**src/shared/bsp_defs.svh**
```systemverilog
// How it works
// - Supply arrival starts comparators and switch driver, resets registers, readies the bus.
// - After power-on reset the host may write the disable, watchdog period and boost select registers.
// - Battery alone and above depletion level closes the battery switch.
// - Battery-only operation keeps the internal bias regulator off.
// - Overload opens the switch at once until an input source returns.
// - The battery switch disable bit forces the switch open.
// - An open switch gives no charge and no discharge path.
// - Plugging in an adapter closes a disabled switch again.
// - Boost current select picks boost current and blocking-switch threshold.
`ifndef BSP_DEFS_SVH
`define BSP_DEFS_SVH

// ****************************************************************
// Field widths and reset values
// ****************************************************************
`define BSP_WDT_W 2
`define BSP_WDT_OFF 2'h0
`define BSP_WDT_RST 2'h1
`define BSP_DISABLE_RST 1'h0
`define BSP_BOOST_RST 1'h0
`define BSP_SYNC_W 4
`define BSP_SYNC_VBUS 0
`define BSP_SYNC_BAT 1
`define BSP_SYNC_DEPL 2
`define BSP_SYNC_OVLD 3

`endif

```
**src/shared/bsp_pkg.sv**
```systemverilog
// ****************************************************************
// Types
// ****************************************************************
package bsp_pkg;
  typedef enum logic [1:0] {
    BSP_POWER_OFF,
    BSP_POR_RESET,
    BSP_RUN
  } bsp_state_t;
endpackage : bsp_pkg

```
**src/rtl/bsp_sync.sv**
```systemverilog
`timescale 1ns/1ps
`default_nettype none
`include "bsp_defs.svh"
// ****************************************************************
// Two-stage synchroniser, one pair per bit
// ****************************************************************
module bsp_sync
  import bsp_pkg::*;
(
  input wire logic clock_in,
  input wire logic srst_in,
  input wire logic [`BSP_SYNC_W-1:0] async_in,
  output logic [`BSP_SYNC_W-1:0] sync_out
);
  logic [`BSP_SYNC_W-1:0] stage1;
  logic [`BSP_SYNC_W-1:0] next_stage1;
  logic [`BSP_SYNC_W-1:0] next_sync;

  genvar i;
  generate
    for (i = 0; i < `BSP_SYNC_W; i = i + 1) begin : g_bit
      always_comb begin
        next_stage1[i] = srst_in ? 1'h0 : async_in[i];
        next_sync[i] = srst_in ? 1'h0 : stage1[i];
      end
      always_ff @(posedge clock_in) begin
        stage1[i] <= next_stage1[i];
        sync_out[i] <= next_sync[i];
      end
    end
  endgenerate
endmodule : bsp_sync
`default_nettype wire

```
**src/rtl/bsp_power_seq.sv**
```systemverilog
`timescale 1ns/1ps
`default_nettype none
`include "bsp_defs.svh"
module bsp_power_seq
  import bsp_pkg::*;
(
  input wire logic clock_in,
  input wire logic srst_in,
  input wire logic vbus_present_in,
  input wire logic battery_present_in,
  input wire logic battery_above_depletion_in,
  input wire logic overload_in,
  input wire logic watchdog_expired_in,
  input wire logic cfg_write_in,
  input wire logic cfg_disable_in,
  input wire logic [`BSP_WDT_W-1:0] cfg_wdt_period_in,
  input wire logic cfg_boost_sel_in,
  output logic comparators_enable_out,
  output logic reg_reset_out,
  output logic serial_ready_out,
  output logic battery_switch_on_out,
  output logic bias_regulator_on_out,
  output logic charge_path_enable_out,
  output logic discharge_path_enable_out,
  output logic battery_switch_disable_out,
  output logic [`BSP_WDT_W-1:0] watchdog_period_out,
  output logic boost_current_high_out,
  output logic rb_ocp_high_out,
  output logic overload_latched_out
);
  // ****************************************************************
  // Input synchronisation
  // ****************************************************************
  logic [`BSP_SYNC_W-1:0] sync;
  logic vbus_s;
  logic bat_s;
  logic depl_s;
  logic ovld_s;

  bsp_sync u_sync (
    .clock_in(clock_in),
    .srst_in(srst_in),
    .async_in({overload_in, battery_above_depletion_in,
               battery_present_in, vbus_present_in}),
    .sync_out(sync)
  );

  assign vbus_s = sync[`BSP_SYNC_VBUS];
  assign bat_s = sync[`BSP_SYNC_BAT];
  assign depl_s = sync[`BSP_SYNC_DEPL];
  assign ovld_s = sync[`BSP_SYNC_OVLD];

  // ****************************************************************
  // Sequencer and control state
  // ****************************************************************
  bsp_state_t state;
  bsp_state_t next_state;
  logic vbus_prev;
  logic next_vbus_prev;
  logic power_ok;
  logic por_start;
  logic running;
  logic adapter_plug;
  logic wdt_restore;
  logic host_write;
  logic next_comparators;
  logic next_reg_reset;
  logic next_serial_ready;
  logic next_switch_on;
  logic next_bias_on;
  logic next_charge_path;
  logic next_discharge_path;
  logic next_disable;
  logic [`BSP_WDT_W-1:0] next_wdt;
  logic next_boost;
  logic next_overload;

  always_comb begin
    power_ok = vbus_s | bat_s;
    por_start = (state == BSP_POWER_OFF) && power_ok;
    running = (state == BSP_RUN);
    adapter_plug = running && vbus_s && !vbus_prev;
    wdt_restore = running && watchdog_expired_in &&
                  (watchdog_period_out != `BSP_WDT_OFF);
    host_write = running && cfg_write_in;
    next_vbus_prev = srst_in ? 1'h0 : vbus_s;

    next_state = state;
    unique case (state)
      BSP_POWER_OFF: begin
        if (power_ok) begin
          next_state = BSP_POR_RESET;
        end
      end
      BSP_POR_RESET: begin
        next_state = power_ok ? BSP_RUN : BSP_POWER_OFF;
      end
      BSP_RUN: begin
        if (!power_ok) begin
          next_state = BSP_POWER_OFF;
        end
      end
    endcase
    if (srst_in) begin
      next_state = BSP_POWER_OFF;
    end

    next_disable = battery_switch_disable_out;
    next_wdt = watchdog_period_out;
    next_boost = boost_current_high_out;
    if (srst_in || por_start || wdt_restore) begin
      next_disable = `BSP_DISABLE_RST;
      next_wdt = `BSP_WDT_RST;
      next_boost = `BSP_BOOST_RST;
    end else begin
      if (adapter_plug) begin
        next_disable = 1'h0;
      end
      if (host_write) begin
        // Shipping mode is a single write of wdt off with disable set
        next_disable = cfg_disable_in;
        next_wdt = cfg_wdt_period_in;
        next_boost = cfg_boost_sel_in;
      end
    end

    next_overload = overload_latched_out;
    if (srst_in || por_start) begin
      next_overload = 1'h0;
    end else begin
      if (adapter_plug) begin
        next_overload = 1'h0;
      end
      if (running && ovld_s) begin
        next_overload = 1'h1;
      end
    end

    next_comparators = !srst_in && (next_state != BSP_POWER_OFF);
    next_reg_reset = !srst_in && por_start;
    next_serial_ready = !srst_in && (next_state == BSP_RUN);
    next_switch_on = !srst_in && (next_state == BSP_RUN) &&
                     !next_disable && !next_overload &&
                     (vbus_s || (bat_s && depl_s));
    next_bias_on = !srst_in && (next_state == BSP_RUN) && vbus_s;
    next_charge_path = next_switch_on && vbus_s;
    next_discharge_path = next_switch_on;
  end

  always_ff @(posedge clock_in) begin
    state <= next_state;
    vbus_prev <= next_vbus_prev;
    comparators_enable_out <= next_comparators;
    reg_reset_out <= next_reg_reset;
    serial_ready_out <= next_serial_ready;
    battery_switch_on_out <= next_switch_on;
    bias_regulator_on_out <= next_bias_on;
    charge_path_enable_out <= next_charge_path;
    discharge_path_enable_out <= next_discharge_path;
    battery_switch_disable_out <= next_disable;
    watchdog_period_out <= next_wdt;
    boost_current_high_out <= next_boost;
    rb_ocp_high_out <= next_boost;
    overload_latched_out <= next_overload;
  end
endmodule : bsp_power_seq
`default_nettype wire

```
**config.mk**
```make
export PLATFORM = sky130hd
export DESIGN_NAME = bsp_power_seq
export DESIGN_NICKNAME = d
export VERILOG_FILES = /design/src/shared/bsp_pkg.sv /design/src/rtl/bsp_sync.sv /design/src/rtl/bsp_power_seq.sv
export VERILOG_INCLUDE_DIRS = /design/src /design/src/shared
export SDC_FILE = /design/constraint.sdc
export NUM_CORES = 1
export LEC_CHECK = 0
export BUFFER_PORTS_ARGS = -buffer_cell sky130_fd_sc_hd__buf_2
export CAP_MARGIN = 0
export CORE_MARGIN = 5
export CORE_UTILIZATION = 51
export CTS_CLUSTER_SIZE = 16
export DETAILED_ROUTE_END_ITERATION = 10
export HOLD_SLACK_MARGIN = 0.1
export MAX_ROUTING_LAYER = met4
export PLACE_DENSITY = 0.89
export SLEW_MARGIN = 10
export SYNTH_ARGS = -nofsm -noshare
export SYNTH_HDL_FRONTEND = slang
export SYNTH_SLANG_ARGS = --single-unit
```
**constraint.sdc**
```tcl
create_clock -name clock_in -period 3.6 [get_ports clock_in]
set_clock_uncertainty 0.1 [all_clocks]
set_input_delay 0.54 -clock clock_in [delete_from_list [all_inputs] [get_ports clock_in]]
set_output_delay 0.54 -clock clock_in [all_outputs]
set_load 0.01 [all_outputs]
```
==> key figures, run 1 <==
Final layout
  – Sequential standard cell area: 440 um2
  – Final #Nets: ~120
  – ANT cells: 0
  – Fill cells: 132
  – Layout cells sized above 1: 33.0%
  – Design area: 958 um2
  – Area growth syn-to-layout: 17.1%
  – Multi-input logic area: 344 um2

GRT
  – Total grt overflow: 0
  – Initial antenna violation count: 0
  – Largest net degree at the start of global routing: 15
  – Tot GR Track Use: roughly an eighth
  – First-pass GRT wire length: 2390 um
  – Number of global-route vias before repair: 539

CTS
  – PostCTS Resize Cnt: 0
  – H-tree levels: 1
  – # Post-CTS Setup Buffers: 0
  – Clock buffer depth: 2
  – CTS Buf Count: 3
  – Clk_lat worst skew: 0.29 ns
  – CTS tree: done
  – CTS Sinks: 22
  – Post-CTS Hold Fix Bufs: 0
  – Clk slew on worst S/H paths: 0.11 ns
  – Clock Root Buffer: clkbuf_4

Worst setup path
  – Crit Path Max Fanout: 4
  – Crit Path Category: reg2reg
  – Worst EP required: 3.71 ns
  – Critical Path End Type: register
  – Worst EP arrival: 2.13 ns
  – CP Launch Type: register

STA
  – Least-Margin Pin Slew: about 0.35 ns
  – RSZ-0062 raised after global routing: false
  – Final min period: 2.02 ns
  – Relative slew slack: around three quarters
  – Setup Total Neg Slack: 0 ns
  – Fmax: between 0.4 and 0.5 GHz
  – Setup Viol. Count Final: 0
  – Slew Limit Fails: 0
  – Final Cycle Share: a little under three fifths
  – Hold Violations, Final: 0

Synth
  – Avg Cell Area, Syn: 10.6 um2
  – YS warnings: 0
  – Mapped Area: between 800 and 900 um2
  – Yosys reg bits: 22
  – Sequential area share after synthesis: approximately 54%
  – Synth Net Count: 92
  – Cells after Synth: 77
  – Netlist cell types: 27

Routing
  – DRC: 0
  – Drt pass-1 iters: 4
  – Initial DRC Count: 12
  – DR vias: 589
  – Post-Route WL: 1400 um
  – Via-to-Cell Ratio: 5.08
  – Drt wl/cell: around 12 um
  – Antenna Nets Post-Route: 0

Outcome
  – Status: finished clean

Placed design
  – Placed Instance Area: 936 um2
  – Placer Congestion: 0.742
  – I/O Buffers: 24
  – Final HPWL DP: roughly 1100 um

Die
  – Die H: 50.1 um
  – Initial Util: 54.3%
  – Row Count: 14
  – I/O pin count: 25
  – Die width: 50.1 um
  – Core box area: 0.00151 mm2
  – Die area: 0.00251 mm2

Power
  – PwrDens: 406 mW/mm2
  – Leakage: roughly 0.43 nW
  – Maximum VDD drop: 264 uV

Run
  – Number of max-cap violations: 0

Min path
  – Worst hold path type: reg2reg
metrics by stage:
stage | total power [mW] | hold slack [ns] | setup WS [ns] | cells | util (%)
after detailed placement | 0.292 | 0.326 | 1.59 | 113 | 62.1
after floorplan | 0.280 | 0.314 | 1.74 | 77 | -
after CTS | 0.394 | 0.346 | 1.56 | 116 | 63.6
final | 0.389 | 0.346 | 1.58 | 116 | 63.6
after global placement | 0.291 | 0.317 | 1.69 | 113 | 62.1
after global routing | 0.413 | 0.345 | 1.42 | 116 | 63.6
area by class of cell:
type | count | share of cell area [%]
timing repair buffer | 24 | 12.5
clock buffer | 3 | 2.35
inverter | 3 | 1.17
sequential | 22 | 46.0
multi-input combinational | 48 | 35.9
tap | 16 | 2.09
logic make-up after synthesis:
family	after synthesis	synth area share (%)
flops	22	53.8
fa+ha+maj	3	4.59
compound gates	13	12.7
buf+inv	7	4.13
simple gates	32	24.8
synthesized netlist by cell type:
master	instances	area share, %
dfxtp_1	22	54
nor2b_1	10	7.6
a21oi_1	5	3.1
nand2_1	4	1.8
nor2_1	4	1.8
ha_1	3	4.6
inv_1	3	1.4
nand3_1	3	1.8
and3_1	2	1.5
buf_4	2	1.8
clkbuf_1	2	0.92
nand3b_1	2	1.8
a211o_1	1	1.1
a21boi_0	1	0.92
a22oi_1	1	0.92
a31oi_1	1	0.77
and2_4	1	1.1
nand2b_1	1	0.77
nor3b_2	1	1.5
nor4b_2	1	1.8
o211ai_1	1	0.92
o21ai_0	1	0.61
o22a_1	1	1.1
o32ai_4	1	3.4
or2_2	1	0.77
or2b_1	1	0.92
or4_4	1	1.4
where the power goes:
part           leakage, nW  internal [mW]  total [mW]  switching, mW
Combinational        0.232         0.0157      0.0327         0.0169
Sequential           0.180          0.251       0.254        0.00310
Clock               0.0138         0.0389       0.103         0.0640
Total                0.426          0.305       0.389         0.0841
worst max-delay path: stages, from the launching register on:
cell and delay [ns]:
dfxtp_1 0.38, inv_1 0.11, ha_1 0.33, or4_4 0.51, o32ai_4 0.16, and2_4 0.18
nor4b_2 0.17
routing by layer:
| metal | share of wire (%) | wire length [um] | track usage (%) |
|---|---|---|---|
| met1 | 42 | 590 | 15.4 |
| met3 | 7.4 | 104 | 3.01 |
| met2 | 49 | 688 | 19.5 |
| met4 | 1.1 | 15 | 5.24 |
| met5 | 0 | 0 | - |
cell usage in the layout, fill, tap and decap left out:
cell / netlist / routed
buf_2: 0 / 24
dfxtp_1: 22 / 22
nor2b_1: 10 / 10
a21oi_1: 5 / 5
nor2_1: 4 / 4
nand2_1: 4 / 4
inv_1: 3 / 3
nand3_1: 3 / 3
ha_1: 3 / 3
clkbuf_4: 0 / 3
nand3b_1: 2 / 2
and3_1: 2 / 2
a21boi_0: 1 / 1
o22a_1: 1 / 1
nand2b_1: 1 / 1
or4_4: 1 / 1
o32ai_4: 1 / 1
or2_2: 1 / 1
o21ai_0: 1 / 1
or2b_1: 1 / 1
a31oi_1: 1 / 1
o211ai_1: 1 / 1
and2_4: 1 / 1
a22oi_1: 1 / 1
nor4b_2: 1 / 1
nor3b_2: 1 / 1
a211o_1: 1 / 1
worst paths after layout:
kind / start / end / slack [ns] / cells after the start
min reg2reg: u_sync.stage1[3] / u_sync.sync_out[3] / 0.35 / 1
max reg2reg: state[1] / discharge_path_enable_out / 1.58 / 6
max: state[1] / discharge_path_enable_out / 1.58 / 6
min: u_sync.stage1[3] / u_sync.sync_out[3] / 0.35 / 1
registers in the layout, summed over array words and instances, names as in the netlist, 2 cells and up:
| name | cells |
|---|---|
| watchdog_period_out | 2 |
| state | 2 |
| u_sync.sync_out | 4 |
| u_sync.stage1 | 4 |
Note: power is estimated with default switching activity, not from simulation.
==> inputs of run 2 (changes only) <==
Settings changed: ABC_AREA set to 1, CORE_UTILIZATION 51 to 43, PLACE_DENSITY 0.89 to 0.81.
Clock period 3.6 ns to 1.7 ns, I/O delays scaled along.
==> key figures, run 2 <==
Routing
  – Via-to-Cell Ratio: 4.37 (-14%)
  – Drt wl/cell: 10.0 um (-17%)
  – Initial DRC Count: 10 (-2)
  – Drt pass-1 iters: 4 (unchanged)
  – DR vias: 704 (+20%)
  – Post-Route WL: 1610 um (+15%)
  – DRC: 0 (unchanged)
  – Antenna Nets Post-Route: 0 (unchanged)

Worst setup path
  – CP Launch Type: register
  – Critical Path End Type: register
  – Crit Path Category: reg2reg
  – Worst EP required: 1.80 ns (-1.91 ns)
  – Crit Path Max Fanout: 4 (unchanged)
  – Worst EP arrival: 1.57 ns (-0.56 ns)

Synth
  – Mapped Area: 835 um2 (+2.0%)
  – EDFF count, synth: 0 (unchanged)
  – Commonest cells post-synth: dfxtp_1, inv_1, nand2_1
  – Sequential area share after synthesis: 52.8% (-1.0 points)
  – Synth Net Count: 120 (+30%)
  – Synth area leaders: dfxtp_1, inv_1, nand2_1
  – Most common cell in the netlist: dfxtp_1
  – Avg Cell Area, Syn: 7.95 um2 (-25%)
  – Ys async rst share: 0% (unchanged)
  – Cells after Synth: 105 (+36%)
  – Yosys top cell area share: 52.8% (-1.0 points)
  – YS warnings: 0 (unchanged)
  – Leading register cell type out of synthesis: dfxtp_1
  – Yosys reg bits: 22 (unchanged)
  – Netlist cell types: 20 (-26%)
  – Largest area contributor in the netlist: dfxtp_1

Power
  – Power Total: 0.854 mW (+120%)
  – Clk pwr share: 25.8% (-0.6 points)
  – Internal power: 0.656 mW (+110%)
  – Maximum VDD drop: 516 uV (+95%)
  – Psw: 0.198 mW (+140%)
  – Logic pwr share: 10.8% (+2.4 points)
  – Leakage: 0.576 nW (+35%)
  – Seq pwr share: 63.4% (-1.8 points)
  – PwrDens: 818 mW/mm2 (+100%)
  – Switch share: 23.2% (+1.6 points)

Die
  – Die width: 54.1 um (+8.0%)
  – Row Count: 16 (+2)
  – I/O pin count: 25 (unchanged)
  – Die H: 54.1 um (+8.0%)
  – Die area: 0.00292 mm2 (+17%)
  – Initial Util: 43.9% (-10 points)
  – Core box area: 0.00190 mm2 (+26%)

Placed design
  – Final HPWL DP: 1200 um (+6.7%)
  – Placer Congestion: 0.817 (+10%)
  – I/O Buffers: 24 (unchanged)
  – Placed cell count: 152 (+35%)
  – Pre-CTS setup slack: 0.216 ns (-1.38 ns)
  – Placed Instance Area: 958 um2 (+2.4%)

CTS
  – Clk_lat worst skew: 0.29 ns (about the same)
  – H-tree levels: 1 (unchanged)
  – Clock buffer depth: 2 (unchanged)
  – Clk slew on worst S/H paths: 0.10 ns (about the same)
  – Clock Root Buffer: clkbuf_4
  – CTS Buf Count: 3 (unchanged)
  – CTS Sinks: 22 (unchanged)
  – CTS tree: done

Outcome
  – Status: finished clean

GRT
  – Number of global-route vias before repair: 698 (+29%)
  – Initial antenna violation count: 0 (unchanged)
  – Total grt overflow: 0 (unchanged)
  – Largest net degree at the start of global routing: 13 (-2)
  – Tot GR Track Use: 13.2% (+0.66 points)
  – First-pass GRT wire length: 2620 um (+9.2%)

STA
  – Slew Limit Fails: 0 (unchanged)
  – Setup Viol. Count Final: 0 (unchanged)
  – PnR worst setup slack: 0.228 ns (-1.36 ns)
  – Least-Margin Pin Slew: 0.222 ns (-0.126 ns)
  – Final Cycle Share: 86.6% (+31 points)
  – Fmax: 0.679 GHz (+37%)
  – Hold slack final: 0.105 ns (-0.241 ns)
  – Setup Total Neg Slack: 0 ns (unchanged)
  – Final min period: 1.47 ns (-0.544 ns)
  – RSZ-0062 raised after global routing: false
  – Hold Violations, Final: 0 (unchanged)
  – Relative slew slack: 85.2% (+8.6 points)

Final layout
  – Final core utilization: 54.9% (-8.8 points)
  – Layout cells sized above 1: 25.4% (-7.6 points)
  – Design area: 0.00104 mm2 (+8.9%)
  – Largest regs: u_sync.stage1: 4 flops, u_sync.sync_out: 4 flops
  – Fill cells: 182 (+38%)
  – Most common cell after layout, fill and taps aside: buf_2
  – Area growth syn-to-layout: 25.0%
  – Final #Nets: 151 (+29%)
  – ANT cells: 0 (unchanged)
  – Non-Filler Instances: 161 (+39%)
  – Most frequent cells in the layout: buf_2, dfxtp_1, inv_1, nand2_1, nor2_1

Min path
  – Worst hold path type: in2reg

Run
  – Number of max-cap violations: 0 (unchanged)
run 2: changes by cell type after synthesis, sizes merged, moves of 4 or more:
cell	change
inv	+18
nand3	+4
nand2	+18
nor2	+13
nor2b	-10
run 2: layer usage:
metal / wire length, um / vias to the layer above / GRT usage, % / part of all wire (%)
li1: - / 368 / - / -
met4: 99 / 0 / 12.9 / 6.1
met1: 621 / 299 / 11.9 / 38
met5: 0 / - / - / 0
met2: 751 / 28 / 22.8 / 47
met3: 142 / 9 / 2.49 / 8.8
run 2: logic make-up after synthesis:
family | synth area share [%]
compound gates | 4.35
fa+ha+maj | 4.50
buf+inv | 13.0
simple gates | 25.3
flops | 52.8
run 2: power by group through the flow:
stage	Combinational (mW)	Clock, mW	Sequential (mW)
floorplan	0.0500	0	0.554
global placement	0.0773	0	0.551
detailed placement	0.0806	0	0.553
CTS	0.0921	0.233	0.541
global route	0.105	0.254	0.543
finish	0.0926	0.220	0.541
run 2: layout make-up:
class / count / area, um2 / share of cell area (%)
Timing Repair Buffer: 30 / 180 / 17.3
Sequential cell: 22 / 440 / 42.2
Clock buffer: 3 / 22.5 / 2.16
Inverter: 21 / 78.8 / 7.55
Tap cell: 27 / 33.8 / 3.24
Multi-Input combinational cell: 58 / 288 / 27.6
run 2: path summary, 6_finish.rpt:
check	from	cells after the start	end	slack, ns
max	state[1]	8	charge_path_enable_out	0.23
min	cfg_wdt_period_in[1]	3	watchdog_period_out[1]	0.11
max reg2reg	state[1]	8	charge_path_enable_out	0.23
min reg2reg	u_sync.stage1[3]	2	u_sync.sync_out[3]	0.31
run 2: what timing repair did:
item                                    CTS  global route
endpoints found under the setup margin    0             1
setup buffers                             0             0
endpoints found under the hold margin     6             0
hold buffers                              6             0
gates resized for setup                   0             1
run 2: worst max-delay path: stages (launching register included):
cell and delay [ns]:
dfxtp_1 0.40, inv_1 0.09, ha_1 0.29, inv_1 0.09
nand2_1 0.06, nand2_1 0.07, nand3_2 0.10, nand4_1 0.13
nor2_1 0.05
==> inputs of run 3 (changes only) <==
Settings changed: ABC_AREA 1 to unset, SLEW_MARGIN 10 to 40.
Clock period 1.7 ns to 1.3 ns, I/O delays scaled along.
==> key figures, run 3 (same netlist as run 1, synthesis figures left out) <==
Routing
  – Drt wl/cell: 14.9 um (+49%)
  – DR vias: 724 (+2.8%)
  – Drt pass-1 iters: 4 (unchanged)
  – Via-to-Cell Ratio: 4.83 (+10%)
  – Post-Route WL: 2240 um (+39%)
  – DRC: 0 (unchanged)
  – Antenna Nets Post-Route: 0 (unchanged)
  – Initial DRC Count: 11 (+1)

Power
  – Psw: 0.298 mW (+50%)
  – Switch share: 23.4% (+0.26 points)
  – Maximum VDD drop: 790 uV (+53%)
  – PwrDens: 998 mW/mm2 (+22%)
  – Leakage: 0.563 nW (-2.3%)
  – Clk pwr share: 29.8% (+4.0 points)
  – Seq pwr share: 55.4% (-8.0 points)
  – Internal power: 0.972 mW (+48%)
  – Power Total: 1.27 mW (+49%)
  – Logic pwr share: 14.7% (+3.9 points)

Worst setup path
  – Worst EP required: 1.42 ns (-0.38 ns)
  – CP Launch Type: register
  – Crit Path Category: reg2reg
  – Critical Path End Type: register
  – Worst EP arrival: 1.98 ns (+0.41 ns)
  – Critical-path cell list: inv_2, buf_4, buf_6, ha_4, buf_6, a31oi_1, a21oi_2, nor4b_2
  – Worst path max stage delay: 0.37 ns (-0.03 ns)
  – Crit path top cell by count: buf_6
  – CP max stage cell: dfxtp_2
  – Crit Path Max Fanout: 8 (+4)

STA
  – Least-Margin Pin Slew: 0.302 ns (+0.0805 ns)
  – Setup Viol. Count Final: 12 (+12)
  – RSZ-0062 raised after global routing: true
  – Fmax: 0.537 GHz (-21%)
  – Final min period: 1.86 ns (+0.390 ns)
  – PnR worst setup slack: -0.562 ns (-0.790 ns)
  – Final Cycle Share: 143% (+57 points)
  – Hold Violations, Final: 0 (unchanged)
  – Relative slew slack: 79.8% (-5.4 points)
  – Hold slack final: 0.130 ns (+0.0250 ns)
  – Slew Limit Fails: 0 (unchanged)

Die
  – I/O pin count: 25 (unchanged)
  – Die H: 53.6 um (-0.80%)
  – Die width: 53.6 um (-0.80%)
  – Row Count: 15 (-1)
  – Initial Util: 46.4% (+2.5 points)
  – Die area: 0.00288 mm2 (-1.6%)
  – Core box area: 0.00176 mm2 (-7.2%)

CTS
  – CTS Sinks: 22 (unchanged)
  – Clock Root Buffer: clkbuf_4
  – Clock buffer depth: 2 (unchanged)
  – CTS tree: done
  – Clk_lat worst skew: 0.30 ns (about the same)
  – CTS Buf Count: 3 (unchanged)
  – H-tree levels: 1 (unchanged)
  – Clk slew on worst S/H paths: 0.13 ns (+0.03 ns)

GRT
  – Initial antenna violation count: 0 (unchanged)
  – Largest net degree at the start of global routing: 13 (unchanged)
  – Total grt overflow: 0 (unchanged)
  – Tot GR Track Use: 16.1% (+2.9 points)
  – First-pass GRT wire length: 3220 um (+23%)
  – Number of global-route vias before repair: 693 (-0.72%)

Min path
  – Worst hold path type: in2reg

Final layout
  – Sequential standard cell area: 443 um2 (+0.57%)
  – ANT cells: 0 (unchanged)
  – Final core utilization: 72.1% (+17 points)
  – Most common cell after layout, fill and taps aside: buf_2
  – Layout cells sized above 1: 53.6% (+28 points)
  – Multi-input logic area: 420 um2 (+46%)
  – Fill cells: 142 (-22%)
  – Largest regs: u_sync.stage1: 4 flops, u_sync.sync_out: 4 flops
  – Most frequent cells in the layout: buf_2, dfxtp_1, buf_4
  – Area growth syn-to-layout: 55.4%
  – Final #Nets: 141 (-6.6%)

Outcome
  – Violated checks: setup timing
  – Status: finished, violations left

Placed design
  – I/O Buffers: 24 (unchanged)
  – Final HPWL DP: 1270 um (+6.2%)
  – Placer Congestion: 0.844 (+3.4%)

Run
  – Number of max-cap violations: 0 (unchanged)
==> run 3: cell types whose count changed in the layout (fill, tap and decap cells not counted), moves of 3 or more <==
cell	delta
inv_1	-19
nor2_1	-14
nand3_1	-4
nand2_1	-16
nor2b_1	+10
buf_4	+14
buf_6	+3
==> run 3: repair_timing <==
| action | 4_1_cts | 5_1_grt |
|---|---|---|
| gates resized for setup | 13 | 4 |
| setup endpoints to repair | 12 | 12 |
| buffers inserted | 6 | 1 |
| hold endpoints to repair | 6 | 0 |
| hold buffers | 7 | 0 |
| pin swaps | 7 | 6 |
==> run 3: through the flow <==
step / setup WS, ns / cell area [um2] / setup TNS (ns) / instances
final: -0.562 / 1270 / -3.99 / 150
after global routing: -0.584 / 1270 / -4.38 / 150
after CTS: -0.422 / 1250 / -3.27 / 149
after detailed placement: -0.407 / 1050 / -2.40 / 133
after global placement: -0.357 / 1050 / -2.11 / 133
after floorplan: -0.353 / 847 / -1.50 / 77
==> run 3: worst paths after layout <==
kind,endpoint,slack [ns],cells past startpoint,start
worst max register to register,discharge_path_enable_out,-0.56,8,state[0]
worst min register to register,u_sync.sync_out[2],0.35,1,u_sync.stage1[2]
worst max-delay path,discharge_path_enable_out,-0.56,8,state[0]
worst min-delay path,watchdog_period_out[0],0.13,3,cfg_wdt_period_in[0]
==> run 3: layout make-up <==
type                    instances  area share (%)
multi-input cells              48            33.1
clock buffers                   4            2.85
repair buffers                 48            25.9
flip-flops and latches         22            34.8
inverters                       3           0.886
well taps                      25            2.46
==> run 3: routing by layer <==
layer	part of all wire (%)	GRT usage, %	vias up
li1	-	-	358
met1	40	19.0	348
met2	55	28.0	16
met3	3.9	2.49	2
met4	0.54	5.11	0
met5	0	-	-
==> run 3: worst max-delay path, delay by kind of cell, from the launching register on <==
| family | cells | cell delay [ns] |
|---|---|---|
| simple gates | 1 | 0.29 |
| flops | 1 | 0.37 |
| buf+inv | 4 | 0.44 |
| compound gates | 2 | 0.42 |
| fa+ha+maj | 1 | 0.17 |
==> run 3: power groups by stage <==
stage | Sequential (mW) | Combinational [mW] | Clock [mW]
finish | 0.704 | 0.187 | 0.379
CTS | 0.702 | 0.168 | 0.386
global route | 0.706 | 0.202 | 0.402
detailed placement | 0.717 | 0.124 | 0
global placement | 0.716 | 0.119 | 0
floorplan | 0.720 | 0.0607 | 0
